**src/logic/acr_pkg.sv**
```systemverilog
/*
 * Constants, field layouts and carrier types for the converter
 * configuration register block.
 * Assumes a single 125 MHz clock domain and a 32-bit APB master.
 */
// Functional notes
// - Normal mode rate codes give 20..1000 SPS
// - Turbo mode rate codes give 40..2000 SPS
// - Mode bit selects 256 or 512 kHz modulator
// - Conversion bit selects single-shot or continuous
// - Reference code: internal, external, supply, supply
// - Temperature mode ignores register 0, internal reference
// - Ready flag set on result, cleared on read
// - Counter enable bit, default off
// - Integrity check: off, inverted copy, CRC16, reserved
// - Burn-out sources follow their bit, default off
// - Excitation magnitude code: off, 10..1500 microamps
// - Registers at 01h and 02h, reset zero
package acr_pkg;

    // ------------------------------------------------------------
    // Register indices and APB address width
    // ------------------------------------------------------------
    localparam logic [7:0] ACR_IDX_SETUP   = 8'h01;
    localparam logic [7:0] ACR_IDX_OUTEXC  = 8'h02;
    localparam logic [7:0] ACR_IDX_STATUS  = 8'h03;
    localparam logic [7:0] ACR_IDX_MASK    = 8'h04;
    localparam logic [7:0] ACR_IDX_RESULT  = 8'h05;
    localparam logic [7:0] ACR_IDX_RATE    = 8'h06;
    localparam int         ACR_ADDR_W      = 12;

    // ------------------------------------------------------------
    // Reset values and field positions
    // ------------------------------------------------------------
    localparam logic [7:0] ACR_SETUP_RST   = 8'h00;
    localparam logic [7:0] ACR_OUTEXC_RST  = 8'h00;
    localparam int         ACR_READY_BIT   = 7;
    localparam int         ACR_EVT_READY   = 0;
    localparam int         ACR_EVT_OVERRUN = 1;
    localparam int         ACR_EVT_W       = 2;
    localparam int         ACR_RESULT_W    = 24;
    localparam int         ACR_RATE_W      = 12;
    localparam int         ACR_CUR_W       = 11;

    localparam logic [2:0] ACR_RATE_RSVD   = 3'h7;
    localparam logic [1:0] ACR_REF_INT     = 2'h0;
    localparam logic [1:0] ACR_CHK_RSVD    = 2'h3;
    localparam int         ACR_MOD_KHZ_NORMAL = 256;
    localparam int         ACR_MOD_KHZ_TURBO  = 512;

    // Rates in SPS for codes 0..6; reserved code 7 has no entry
    localparam logic [11:0] ACR_RATE_NORMAL [7] = '{
        12'h014, 12'h02D, 12'h05A, 12'h0AF, 12'h14A, 12'h258, 12'h3E8};
    localparam logic [11:0] ACR_RATE_TURBO  [7] = '{
        12'h028, 12'h05A, 12'h0B4, 12'h15E, 12'h294, 12'h4B0, 12'h7D0};
    localparam logic [10:0] ACR_CUR_UA [8] = '{
        11'h000, 11'h00A, 11'h032, 11'h064, 11'h0FA, 11'h1F4, 11'h3E8, 11'h5DC};

    // ------------------------------------------------------------
    // Carrier types
    // ------------------------------------------------------------
    typedef struct packed {
        logic [2:0] rate_select;
        logic       turbo_select;
        logic       continuous_select;
        logic [1:0] ref_select;
        logic       temp_sensor_enable;
    } acr_setup_t;

    typedef struct packed {
        logic       result_ready_flag;
        logic       sample_counter_enable;
        logic [1:0] check_select;
        logic       burnout_source_enable;
        logic [2:0] excitation_current_level;
    } acr_outexc_t;

    typedef struct packed {
        logic       turbo_select;
        logic       continuous_select;
        logic [1:0] ref_select;
        logic       temp_sensor_enable;
        logic       ignore_input_setup;
        logic       sample_counter_enable;
        logic [1:0] check_select;
        logic       burnout_source_enable;
        logic [2:0] excitation_current_level;
    } acr_ctrl_t;

endpackage : acr_pkg

```
**src/logic/acr_regs.sv**
```systemverilog
/*
 * Converter configuration registers with APB slave, result holding
 * register, ready flag and interrupt logic.
 * Assumes conv_done is a one-cycle pulse on ref_clk from the
 * converter core, with conv_result valid in the same cycle.
 */
`timescale 1ns/100ps
`default_nettype none
module acr_regs
    import acr_pkg::*;
(
    input  wire logic                    ref_clk,
    input  wire logic                    resetn,
    input  wire logic                    psel,
    input  wire logic                    penable,
    input  wire logic                    pwrite,
    input  wire logic [ACR_ADDR_W-1:0]   paddr,
    input  wire logic [31:0]             pwdata,
    output logic      [31:0]             prdata,
    output logic                         pready,
    output logic                         pslverr,
    input  wire logic                    conv_done,
    input  wire logic [ACR_RESULT_W-1:0] conv_result,
    output acr_ctrl_t                    ctrl,
    output logic                         mod_clk_turbo,
    output logic      [ACR_RATE_W-1:0]   rate_sps,
    output logic      [ACR_CUR_W-1:0]    excitation_ua,
    output logic                         irq
);
    // ------------------------------------------------------------
    // State
    // ------------------------------------------------------------
    acr_setup_t                setup_q;
    acr_outexc_t               outexc_q;
    logic                      ready_q;
    logic [ACR_EVT_W-1:0]      status_q;
    logic [ACR_EVT_W-1:0]      mask_q;
    logic [ACR_RESULT_W-1:0]   result_q;
    logic [31:0]               prdata_q;
    logic                      pslverr_q;
    logic                      rd_ok_q;

    // ------------------------------------------------------------
    // Address decode
    // ------------------------------------------------------------
    wire logic       setup_ph  = psel && !penable;
    wire logic       access    = psel && penable;
    wire logic       aligned   = (paddr[1:0] == 2'b00);
    wire logic [7:0] idx       = 8'(paddr[ACR_ADDR_W-1:2]);
    wire logic       hit_setup = aligned && (idx == ACR_IDX_SETUP);
    wire logic       hit_outex = aligned && (idx == ACR_IDX_OUTEXC);
    wire logic       hit_stat  = aligned && (idx == ACR_IDX_STATUS);
    wire logic       hit_mask  = aligned && (idx == ACR_IDX_MASK);
    wire logic       hit_res   = aligned && (idx == ACR_IDX_RESULT);
    wire logic       hit_rate  = aligned && (idx == ACR_IDX_RATE);
    wire logic       mapped    = hit_setup || hit_outex || hit_stat ||
                                 hit_mask || hit_res || hit_rate;
    wire logic       wr        = access && pwrite && mapped;
    // A result landing in the setup cycle is not the one being read
    wire logic       rd_res    = access && !pwrite && hit_res && rd_ok_q;

    wire acr_outexc_t outexc_rd = '{
        result_ready_flag:        ready_q,
        sample_counter_enable:    outexc_q.sample_counter_enable,
        check_select:             outexc_q.check_select,
        burnout_source_enable:    outexc_q.burnout_source_enable,
        excitation_current_level: outexc_q.excitation_current_level};

    wire logic [31:0] rd_mux =
        hit_setup ? {24'h000000, setup_q} :
        hit_outex ? {24'h000000, outexc_rd} :
        hit_stat  ? {30'h0, status_q} :
        hit_mask  ? {30'h0, mask_q} :
        hit_res   ? {8'h00, result_q} :
        hit_rate  ? {20'h00000, rate_sps} : 32'h00000000;

    // ------------------------------------------------------------
    // Ready flag and events
    // ------------------------------------------------------------
    // A new result in the cycle the old one is read keeps the flag set
    wire logic ready_d = conv_done ? 1'b1 : (rd_res ? 1'b0 : ready_q);
    wire logic [ACR_EVT_W-1:0] evt = {conv_done && ready_q && !rd_res,
                                      conv_done};
    wire logic [ACR_EVT_W-1:0] w1c = (wr && hit_stat) ?
                                     pwdata[ACR_EVT_W-1:0] : '0;
    wire logic [ACR_EVT_W-1:0] status_d = evt | (status_q & ~w1c);

    // ------------------------------------------------------------
    // Registers
    // ------------------------------------------------------------
    always_ff @(posedge ref_clk) begin
        if (!resetn) begin
            setup_q  <= acr_setup_t'(ACR_SETUP_RST);
            outexc_q <= acr_outexc_t'(ACR_OUTEXC_RST);
            ready_q  <= 1'b0;
            status_q <= '0;
            mask_q   <= '0;
            result_q <= '0;
        end else begin
            if (wr && hit_setup)
                setup_q <= acr_setup_t'(pwdata[7:0]);
            // Ready bit is read-only; writes leave its storage clear
            if (wr && hit_outex)
                outexc_q <= acr_outexc_t'({1'b0, pwdata[6:0]});
            if (wr && hit_mask)
                mask_q <= pwdata[ACR_EVT_W-1:0];
            if (conv_done)
                result_q <= conv_result;
            ready_q  <= ready_d;
            status_q <= status_d;
        end
    end

    // Read data is captured in the setup cycle so prdata is a flop
    // and the access phase still completes with no wait state.
    always_ff @(posedge ref_clk) begin
        if (!resetn) begin
            prdata_q  <= '0;
            pslverr_q <= 1'b0;
            rd_ok_q   <= 1'b0;
        end else if (setup_ph) begin
            prdata_q  <= pwrite ? 32'h00000000 : rd_mux;
            pslverr_q <= !mapped;
            rd_ok_q   <= !conv_done;
        end
    end

    assign prdata  = prdata_q;
    assign pready  = access;
    assign pslverr = access && pslverr_q;
    assign irq     = |(status_q & mask_q);

    // ------------------------------------------------------------
    // Control outputs
    // ------------------------------------------------------------
    // Temperature mode forces the internal reference whatever is stored
    assign ctrl = '{
        turbo_select:             setup_q.turbo_select,
        continuous_select:        setup_q.continuous_select,
        ref_select:               setup_q.temp_sensor_enable ?
                                  ACR_REF_INT : setup_q.ref_select,
        temp_sensor_enable:       setup_q.temp_sensor_enable,
        ignore_input_setup:       setup_q.temp_sensor_enable,
        sample_counter_enable:    outexc_q.sample_counter_enable,
        check_select:             outexc_q.check_select,
        burnout_source_enable:    outexc_q.burnout_source_enable,
        excitation_current_level: outexc_q.excitation_current_level};
    assign mod_clk_turbo = setup_q.turbo_select;

    // Reserved codes are left to the host to avoid; stored as written
    acr_rate_lut u_lut (
        .ref_clk    (ref_clk),
        .resetn     (resetn),
        .rate_code  (setup_q.rate_select),
        .turbo      (setup_q.turbo_select),
        .cur_code   (outexc_q.excitation_current_level),
        .rate_sps_q (rate_sps),
        .cur_ua_q   (excitation_ua)
    );

    // ------------------------------------------------------------
    // Checks
    // ------------------------------------------------------------
    ready_set_a: assert property (@(posedge ref_clk) disable iff (!resetn)
        conv_done |=> ready_q && status_q[ACR_EVT_READY])
        else $error("ready flag not set after result");
    ready_clear_a: assert property (@(posedge ref_clk) disable iff (!resetn)
        (rd_res && !conv_done) |=> !ready_q)
        else $error("ready flag not cleared by result read");
    setup_write_a: assert property (@(posedge ref_clk) disable iff (!resetn)
        (wr && hit_setup) |=> (setup_q == $past(pwdata[7:0])))
        else $error("setup register write lost");
    ready_ro_a: assert property (@(posedge ref_clk) disable iff (!resetn)
        (wr && hit_outex && !conv_done && !ready_q) |=> !ready_q)
        else $error("ready flag written by software");
    temp_ref_a: assert property (@(posedge ref_clk) disable iff (!resetn)
        setup_q.temp_sensor_enable |-> (ctrl.ref_select == ACR_REF_INT)
            && ctrl.ignore_input_setup)
        else $error("temperature mode not on internal reference");
    ref_pass_a: assert property (@(posedge ref_clk) disable iff (!resetn)
        !setup_q.temp_sensor_enable |-> (ctrl.ref_select == setup_q.ref_select))
        else $error("reference code not passed through");
    reset_zero_a: assert property (@(posedge ref_clk)
        !resetn |=> (setup_q == 8'h00) && (outexc_rd == 8'h00))
        else $error("registers not zero after reset");
    outexc_drive_a: assert property (@(posedge ref_clk) disable iff (!resetn)
        (wr && hit_outex) |=> (ctrl.check_select == $past(pwdata[5:4]))
            && (ctrl.burnout_source_enable == $past(pwdata[3])))
        else $error("output setup write not applied");
    turbo_clk_a: assert property (@(posedge ref_clk) disable iff (!resetn)
        (wr && hit_setup) |=> (mod_clk_turbo == $past(pwdata[4])))
        else $error("modulator clock select mismatch");
    err_unmapped_a: assert property (@(posedge ref_clk) disable iff (!resetn)
        (setup_ph && !mapped) |=> pslverr)
        else $error("unmapped address not flagged");

endmodule : acr_regs
`default_nettype wire

```
**src/logic/acr_rate_lut.sv**
```systemverilog
/*
 * Lookup of output sample rate and excitation magnitude from the
 * configuration codes. Outputs are registered, one cycle behind.
 * Assumes codes come from registers on the same clock.
 */
`timescale 1ns/100ps
`default_nettype none
module acr_rate_lut
    import acr_pkg::*;
(
    input  wire logic                 ref_clk,
    input  wire logic                 resetn,
    input  wire logic [2:0]           rate_code,
    input  wire logic                 turbo,
    input  wire logic [2:0]           cur_code,
    output logic      [ACR_RATE_W-1:0] rate_sps_q,
    output logic      [ACR_CUR_W-1:0]  cur_ua_q
);
    // ------------------------------------------------------------
    // Table selection
    // ------------------------------------------------------------
    // Reserved code is steered off the seven-entry tables before lookup
    wire logic [2:0]            rate_idx   = (rate_code == ACR_RATE_RSVD) ? 3'h0 : rate_code;
    wire logic [ACR_RATE_W-1:0] rate_norm  = ACR_RATE_NORMAL[rate_idx];
    wire logic [ACR_RATE_W-1:0] rate_turbo = ACR_RATE_TURBO[rate_idx];
    // Reserved code reads as zero rate so it cannot be mistaken
    wire logic [ACR_RATE_W-1:0] rate_d =
        (rate_code == ACR_RATE_RSVD) ? '0 :
        turbo ? rate_turbo : rate_norm;
    wire logic [ACR_CUR_W-1:0]  cur_d = ACR_CUR_UA[cur_code];

    always_ff @(posedge ref_clk) begin
        if (!resetn) begin
            rate_sps_q <= '0;
            cur_ua_q   <= '0;
        end else begin
            rate_sps_q <= rate_d;
            cur_ua_q   <= cur_d;
        end
    end

    rate_normal_a: assert property (@(posedge ref_clk) disable iff (!resetn)
        (!turbo && rate_code == 3'h6) |=> (rate_sps_q == 12'h3E8))
        else $error("normal rate code 6 not 1000 SPS");
    rate_turbo_a: assert property (@(posedge ref_clk) disable iff (!resetn)
        (turbo && rate_code == 3'h0) |=> (rate_sps_q == 12'h028))
        else $error("turbo rate code 0 not 40 SPS");
    cur_max_a: assert property (@(posedge ref_clk) disable iff (!resetn)
        (cur_code == 3'h7) |=> (cur_ua_q == 11'h5DC))
        else $error("excitation code 7 not 1500 uA");

endmodule : acr_rate_lut
`default_nettype wire

```
**config.mk**
```make
export PLATFORM = sky130hd
export DESIGN_NAME = acr_regs
export DESIGN_NICKNAME = d
export VERILOG_FILES = /design/src/logic/acr_pkg.sv /design/src/logic/acr_regs.sv /design/src/logic/acr_rate_lut.sv
export SDC_FILE = /design/constraint.sdc
export NUM_CORES = 1
export LEC_CHECK = 0
export BUFFER_PORTS_ARGS = -buffer_cell sky130_fd_sc_hd__buf_4
export CORE_UTILIZATION = 45
export CTS_CLUSTER_DIAMETER = 60
export CTS_CLUSTER_SIZE = 40
export DETAILED_ROUTE_END_ITERATION = 10
export PLACE_DENSITY = 0.74
export SLEW_MARGIN = 20
export SYNTH_ARGS = -nofsm -noshare
export SYNTH_HDL_FRONTEND = slang
export SYNTH_SLANG_ARGS = --single-unit
```
**constraint.sdc**
```tcl
create_clock -name ref_clk -period 2.5 [get_ports ref_clk]
set_clock_uncertainty 0.2 [all_clocks]
set_input_delay 0.25 -clock ref_clk [delete_from_list [all_inputs] [get_ports ref_clk]]
set_output_delay 0.25 -clock ref_clk [all_outputs]
set_load 0.01 [all_outputs]
```
-- After elaboration in Yosys (flattened, before gate mapping)
Memories as Yosys holds them, arrays and structs flattened. A register that Yosys moved wholly into a read port is not among the register bits.
Index checks and enable logic that the tools add are counted.
- word-level logic and storage cells: 87
- register bits: 90
- output and inout port bits: 72
- memory bits (read-only): 280
- memories kept: 3
- bits in latches: 0
- bits in writable memories: 0
- multiply operators: 0
- divide/modulo/power cells: 0
- reduce and logical (&&, ||, !) cells: 35
- bitwise gates (word level): 7
- equality and inequality tests: 7
- shift-type cells: 0
- $add $sub $neg: 0
- magnitude comparators: 1
- muxes and demuxes: 17
- memory list (memory ; words ; width ; rd ports ; clocked after memory_dff ; write ports ; line ; RTL):
    (name not given) ; 8 ; 12 ; 1 ; 0 ; 0 ; acr_rate_lut.sv:25 ; wire logic [ACR_RATE_W-1:0] rate_turbo = ACR_RATE_TURBO[rate_idx];
    (name not given) ; 8 ; 12 ; 1 ; 0 ; 0 ; acr_rate_lut.sv:24 ; wire logic [ACR_RATE_W-1:0] rate_norm = ACR_RATE_NORMAL[rate_idx];
    (name not given) ; 8 ; 11 ; 1 ; 1 ; 0 ; acr_rate_lut.sv:30 ; wire logic [ACR_CUR_W-1:0] cur_d = ACR_CUR_UA[cur_code];
- operator list (operator ; count):
    $mux 24 ; 6
    $mux 12 ; 6
    $eq 8x3->1 const B ; 3
    $logic_and 1x1->1 ; 20
    $eq 8x2->1 const B ; 2
    $eq 8x1->1 const B ; 1
    $not 3->4 ; 2
    $logic_not 1->1 ; 6
    $logic_or 1x1->1 ; 5
    $and 2x2->2 ; 2
    $ge 4x4->1 const B ; 1
    $mux 2 ; 2
    $reduce_or 2->1 ; 2
    $eq 3x3->1 const B ; 1
    $mux 3 ; 1
    $logic_not 2->1 ; 1
    $mux 1 ; 2
    $not 2->2 ; 1
    $or 2x2->2 ; 1
    $reduce_bool 2->1 ; 1
    $not 1->1 ; 1

-- Logic depth before layout (Yosys ltp)
- depth in word-level cells: 13
- gate-level depth with buffers: 6
- depth with buffers taken out: 5

-- By module
From an unflattened synthesis, not the netlist that was laid out.
- cells, all modules: 431
- area, all modules: 4095.2 um^2
- by module, submodules not included (module ; area each (um^2) ; cells each ; instances):
    acr_regs ; 3065.4 ; 327 ; 1
    acr_rate_lut ; 1029.7 ; 104 ; 1

-- Worst setup path before layout
Ideal clock, no wire load.
- path kind: input-to-reg
- start point: input paddr[1]
- end point: register status_q[1]
- arrival: 1.512 ns
- setup slack: 0.671 ns
- path buffers: 1
- cell stages on the path: 5
- required time: 2.183 ns
- setup time: 0.117 ns
- cells stage by stage: or3_1 clkbuf_1 nor3b_1 a41oi_1 a32o_1
- word-level cells in the longest chain between the ends: 13
- RTL lines (item ; line ; RTL):
    start: declaration ; acr_regs.sv:17 ; input wire logic [ACR_ADDR_W-1:0] paddr,
    $logic_not 2->1 * ; acr_regs.sv:48 ; wire logic aligned = (paddr[1:0] == 2'b00);
    $logic_and 1x1->1, on equally long branches ; acr_regs.sv:50, acr_regs.sv:51 ;
    $logic_or 1x1->1 (3 in a row) ; acr_regs.sv:56 ; wire logic mapped = hit_setup || hit_outex || hit_stat ||
    $logic_or 1x1->1 (2 in a row) ; acr_regs.sv:57 ; hit_mask || hit_res || hit_rate;
    $logic_and 1x1->1 ; acr_regs.sv:58 ; wire logic wr = access && pwrite && mapped;
    $logic_and 1x1->1 ; acr_regs.sv:84 ; wire logic [ACR_EVT_W-1:0] w1c = (wr && hit_stat) ?
    $mux 2 ; acr_regs.sv:84 ;
    $not 2->2 ; acr_regs.sv:86 ; wire logic [ACR_EVT_W-1:0] status_d = evt | (status_q & ~w1c);
    $and 2x2->2 ; acr_regs.sv:86 ;
    $or 2x2->2 * ; acr_regs.sv:86 ;
    end signal: assignment ; acr_regs.sv:110 ; status_q <= status_d;
    end: declaration ; acr_regs.sv:36 ; logic [ACR_EVT_W-1:0] status_q;
Every way passes the cells marked *; elsewhere a longest branch is shown, timed or not.
A chain may end at the register's enable or synchronous reset.

-- Worst setup path in the final report
- start point: register setup_q[5] (netlist name)
- end point: register u_lut.rate_sps_q[7]
- word-level cells in the longest chain between the ends: 7
- RTL lines (item ; line ; RTL):
    start: declaration ; acr_regs.sv:33 ; acr_setup_t setup_q;
    start signal: assignment ; acr_regs.sv:93 ; setup_q <= acr_setup_t'(ACR_SETUP_RST);
    start signal: assignment ; acr_regs.sv:101 ; setup_q <= acr_setup_t'(pwdata[7:0]);
    $eq 3x3->1 ; acr_rate_lut.sv:23, acr_rate_lut.sv:28 ;
    $mux 3 ; acr_rate_lut.sv:23 ; wire logic [2:0] rate_idx = (rate_code == ACR_RATE_RSVD) ? 3'h0 : rate_code;
    $not 3->4 (implied by the code) ; acr_rate_lut.sv:24, acr_rate_lut.sv:25 ;
    $mem_v2 8x12, on equally long branches ; - ;
    $mux 12, on equally long branches (2 in a row) ; acr_rate_lut.sv:24, acr_rate_lut.sv:25 ;
    $mux 12 ; acr_rate_lut.sv:29 ; turbo ? rate_turbo : rate_norm;
    end signal: assignment ; acr_rate_lut.sv:37 ; rate_sps_q <= rate_d;
    end: declaration ; acr_rate_lut.sv:16 ; output logic [ACR_RATE_W-1:0] rate_sps_q,
Several ways; a longest one is shown, not always the timed one. The select of a mux whose other input is x is not followed.

==> impl_results.md <==
* Status: finished clean
* Most frequent cells in the layout: buf_4, dfxtp_1, nor2_1, mux2i_1, nand2_1
* Synth Area in Adders at 2.52%
* Vias at roughly 3,500
* Reg-to-reg startpoint: setup_q[5]
* Post-synth ARST share at 0%
* YS warnings at 0
* RSZ-0062 raised after global routing: false
* First-pass GRT wire length at about 16,000 um
* Die area at roughly 9200 um2
* Post-Syn Instances at 438
* # Post-CTS Setup Buffers at 0
* IO Count at between 100 and 150
* Hold Path Origin: pwdata[1]
* Routed wire length at ~10,000 um
* Final Hold Vio Count at 0
* Post-layout min period at around 1.7 ns
* Max-cap violations at 0
* Vias in the first global route at ~3,300
* IO buf count at around 110
* Area Growth Syn to Fin at 34.3%
* Required time of the critical path at between 2 and 3 ns
* Mean Syn Cell Area at around 9.1 um2
* Hold-fix buffers, CTS at 31
* Post-synth top area share at a little under half
* Period utilization at about two thirds
* Antenna Violating Nets Remaining at 0
* Hold Crit Depth at 3
* Core box area at about 8400 um2
* Design area at ~5300 um2
* Initial antenna violation count at 0
* TritonRoute pass-1 iters at 4
* Number of H-tree levels at 3
* Largest family of logic cells by synthesized area: simple AND/OR/NAND/NOR gates
* Critical-path maximum fanout at 11
* Cell leakage power at 2.33 nW
* # DRC at 0
* Setup TNS at 0 ns
* Sequential share of the synthesized area at a little under half
* Top_reg_cell synth: dfxtp_1
* Post-synthesis mux area share at between 10% and 20%
* EDFF count, synth at 0
* Cell row count at 33
* Routability cong. at approximately 0.83
* WHS Endpoint: mask_q[1]
* Simple-gate share of the synthesized area at between 10% and 20%
* Die width at ~96 um
* Routed length per instance at approximately 15 um
* Synth Area in XOR/XNOR at 0.442%
* Net count, final at around 650
* R2R setup slack at slightly above 0.8 ns
* Number of cells on the worst reg-to-reg path at 4
* R2r endpoint: u_lut.rate_sps_q[7]
* Post-CTS sizing at 0
* CTS tree: yes
* Fraction of layout cells with a size suffix above 1 at roughly 27%
* HP Class: input pin to flop
* Syn Std Cell Area at 3970 um2
* Slew of the pin with the lowest slew margin at between 0.6 and 0.7 ns
* WP data arrival at approximately 1.8 ns
* Yosys reg bits at 91
* Slew HR at between 50% and 60%
* Initial core utilization at ~47%
* Grt total ovfl at 0
* Worst skew pair latency at 0.35 ns
* Via density at between 5 and 6
* Max VDD drop at about 0.26 mV
* Area leader, netlist: dfxtp_1
* Startpoint Class: flop
* Ant diodes at 0
* Ranking of synthesized cells by area: dfxtp_1, mux2i_1, nor2_1, o21ai_0, a22oi_2
* Critical path class: flop to flop
* Gr usage total at 22.3%
* Setup-failing EPs final at 0
* TritonCTS buffer count at 9
* Max Root-Sink Buffers at 2
* Largest net degree at the start of global routing at 40
* Pwr Density at 526 nW/um2
* Most common cell after layout, fill and taps aside: buf_4
* Critical Path End Type: flop
* Initial DRC count at between 100 and 150
* Cell Area, Placed at between 4000 and 5000 um2
* Final Max Slew Viols at 0
* Dpl hpwl at between 6000 and 7000 um
* Die Height at about 96 um
* Worst-path clk slew at 0.09 ns
* # clock sinks at 91
* Clk root buf: clkbuf_8
* Complex-gate fraction of the synthesized area at between 10% and 20%
* Fmax at approximately 600 MHz
* Yosys cell types at 46
==> critical path, cell delays in order, from the launching register on <==
cell	delay (ns)
dfxtp_1	0.59
nor2b_1	0.43
a21oi_1	0.12
o21ai_0	0.16
and2_1	0.14
==> registers in the layout (all words and copies together) (netlist names) <==
| register | count |
|---|---|
| u_lut.cur_ua_q | 10 |
| u_lut.rate_sps_q | 11 |
| mask_q | 2 |
| status_q | 2 |
| ready_q | 1 |
| setup_q | 5 |
| prdata | 24 |
| pslverr_q | 1 |
| ctrl | 9 |
| rd_ok_q | 1 |
| mod_clk_turbo | 1 |
| result_q | 24 |
==> metal layers <==
metal	global-route usage (%)	vias up	wire length, um
li1	-	1753	-
met3	4.90	15	553
met1	27.4	1661	4280
met5	0	-	0
met2	38.8	119	5060
met4	6.84	0	140
==> kinds of logic after synthesis <==
group,after synthesis
mux,40
compound gates,80
other cells,1
simple gates,163
buf+inv,53
flops,91
fa+ha+maj,8
xor+xnor,2
==> Yosys cell counts, types with 2 or more instances <==
cell type	number
dfxtp_1	91
nor2_1	63
mux2i_1	36
nand2_1	32
o21ai_0	29
clkbuf_1	24
nand3_1	21
buf_4	14
a22oi_2	10
nor2b_1	10
a21oi_1	9
inv_1	9
ha_1	8
and3_1	6
a211oi_1	5
a31oi_1	5
and2_1	5
nand2b_1	5
nand4_1	5
a22o_1	4
a22oi_1	4
buf_2	4
mux2_2	4
nor3_1	4
nor4_1	3
o31ai_1	3
a311oi_1	2
nand3b_1	2
o22a_1	2
o2bb2ai_1	2
xnor2_1	2
==> per-stage QoR <==
step / instances / util (%) / power, mW / setup slack [ns] / hold slack [ns]
2_1_floorplan: 447 / - / 1.67 / 0.671 / 0.158
4_1_cts: 676 / 63.5 / 2.83 / 0.828 / 0.00791
6_report: 676 / 63.5 / 2.80 / 0.808 / 0.0160
3_5_place_dp: 629 / 57.3 / 1.76 / 0.449 / 0.258
3_3_place_gp: 629 / 57.3 / 1.76 / 0.477 / 0.253
5_1_grt: 676 / 63.5 / 2.92 / 0.658 / 0.0305
==> cell type report <==
cell class              instances  area, um2
fillers                       700       3060
multi-input cells             303       1910
flip-flops and latches         91       1820
repair buffers                151       1210
clock buffers                  11        151
well taps                     105        131
clock inverters                 5       60.1
inverters                      10       37.5
==> worst max-delay path by stage <==
stage	startpoint	to	slack, ns	cells after the start
3_5_place_dp	paddr[7]	prdata[9]	0.45	6
3_3_place_gp	paddr[7]	prdata[8]	0.48	6
2_1_floorplan	paddr[1]	status_q[1]	0.67	5
6_report	setup_q[5]	u_lut.rate_sps_q[7]	0.81	4
5_1_grt	paddr[7]	status_q[1]	0.66	5
4_1_cts	paddr[7]	prdata[9]	0.83	6
==> report_power, final <==
part | internal [mW] | total [mW] | switching [mW]
Combinational | 0.137 | 0.269 | 0.132
Clock | 0.521 | 1.03 | 0.511
Sequential | 1.48 | 1.50 | 0.0191
Total | 2.14 | 2.80 | 0.662
Power figures use the tool's default switching activity.
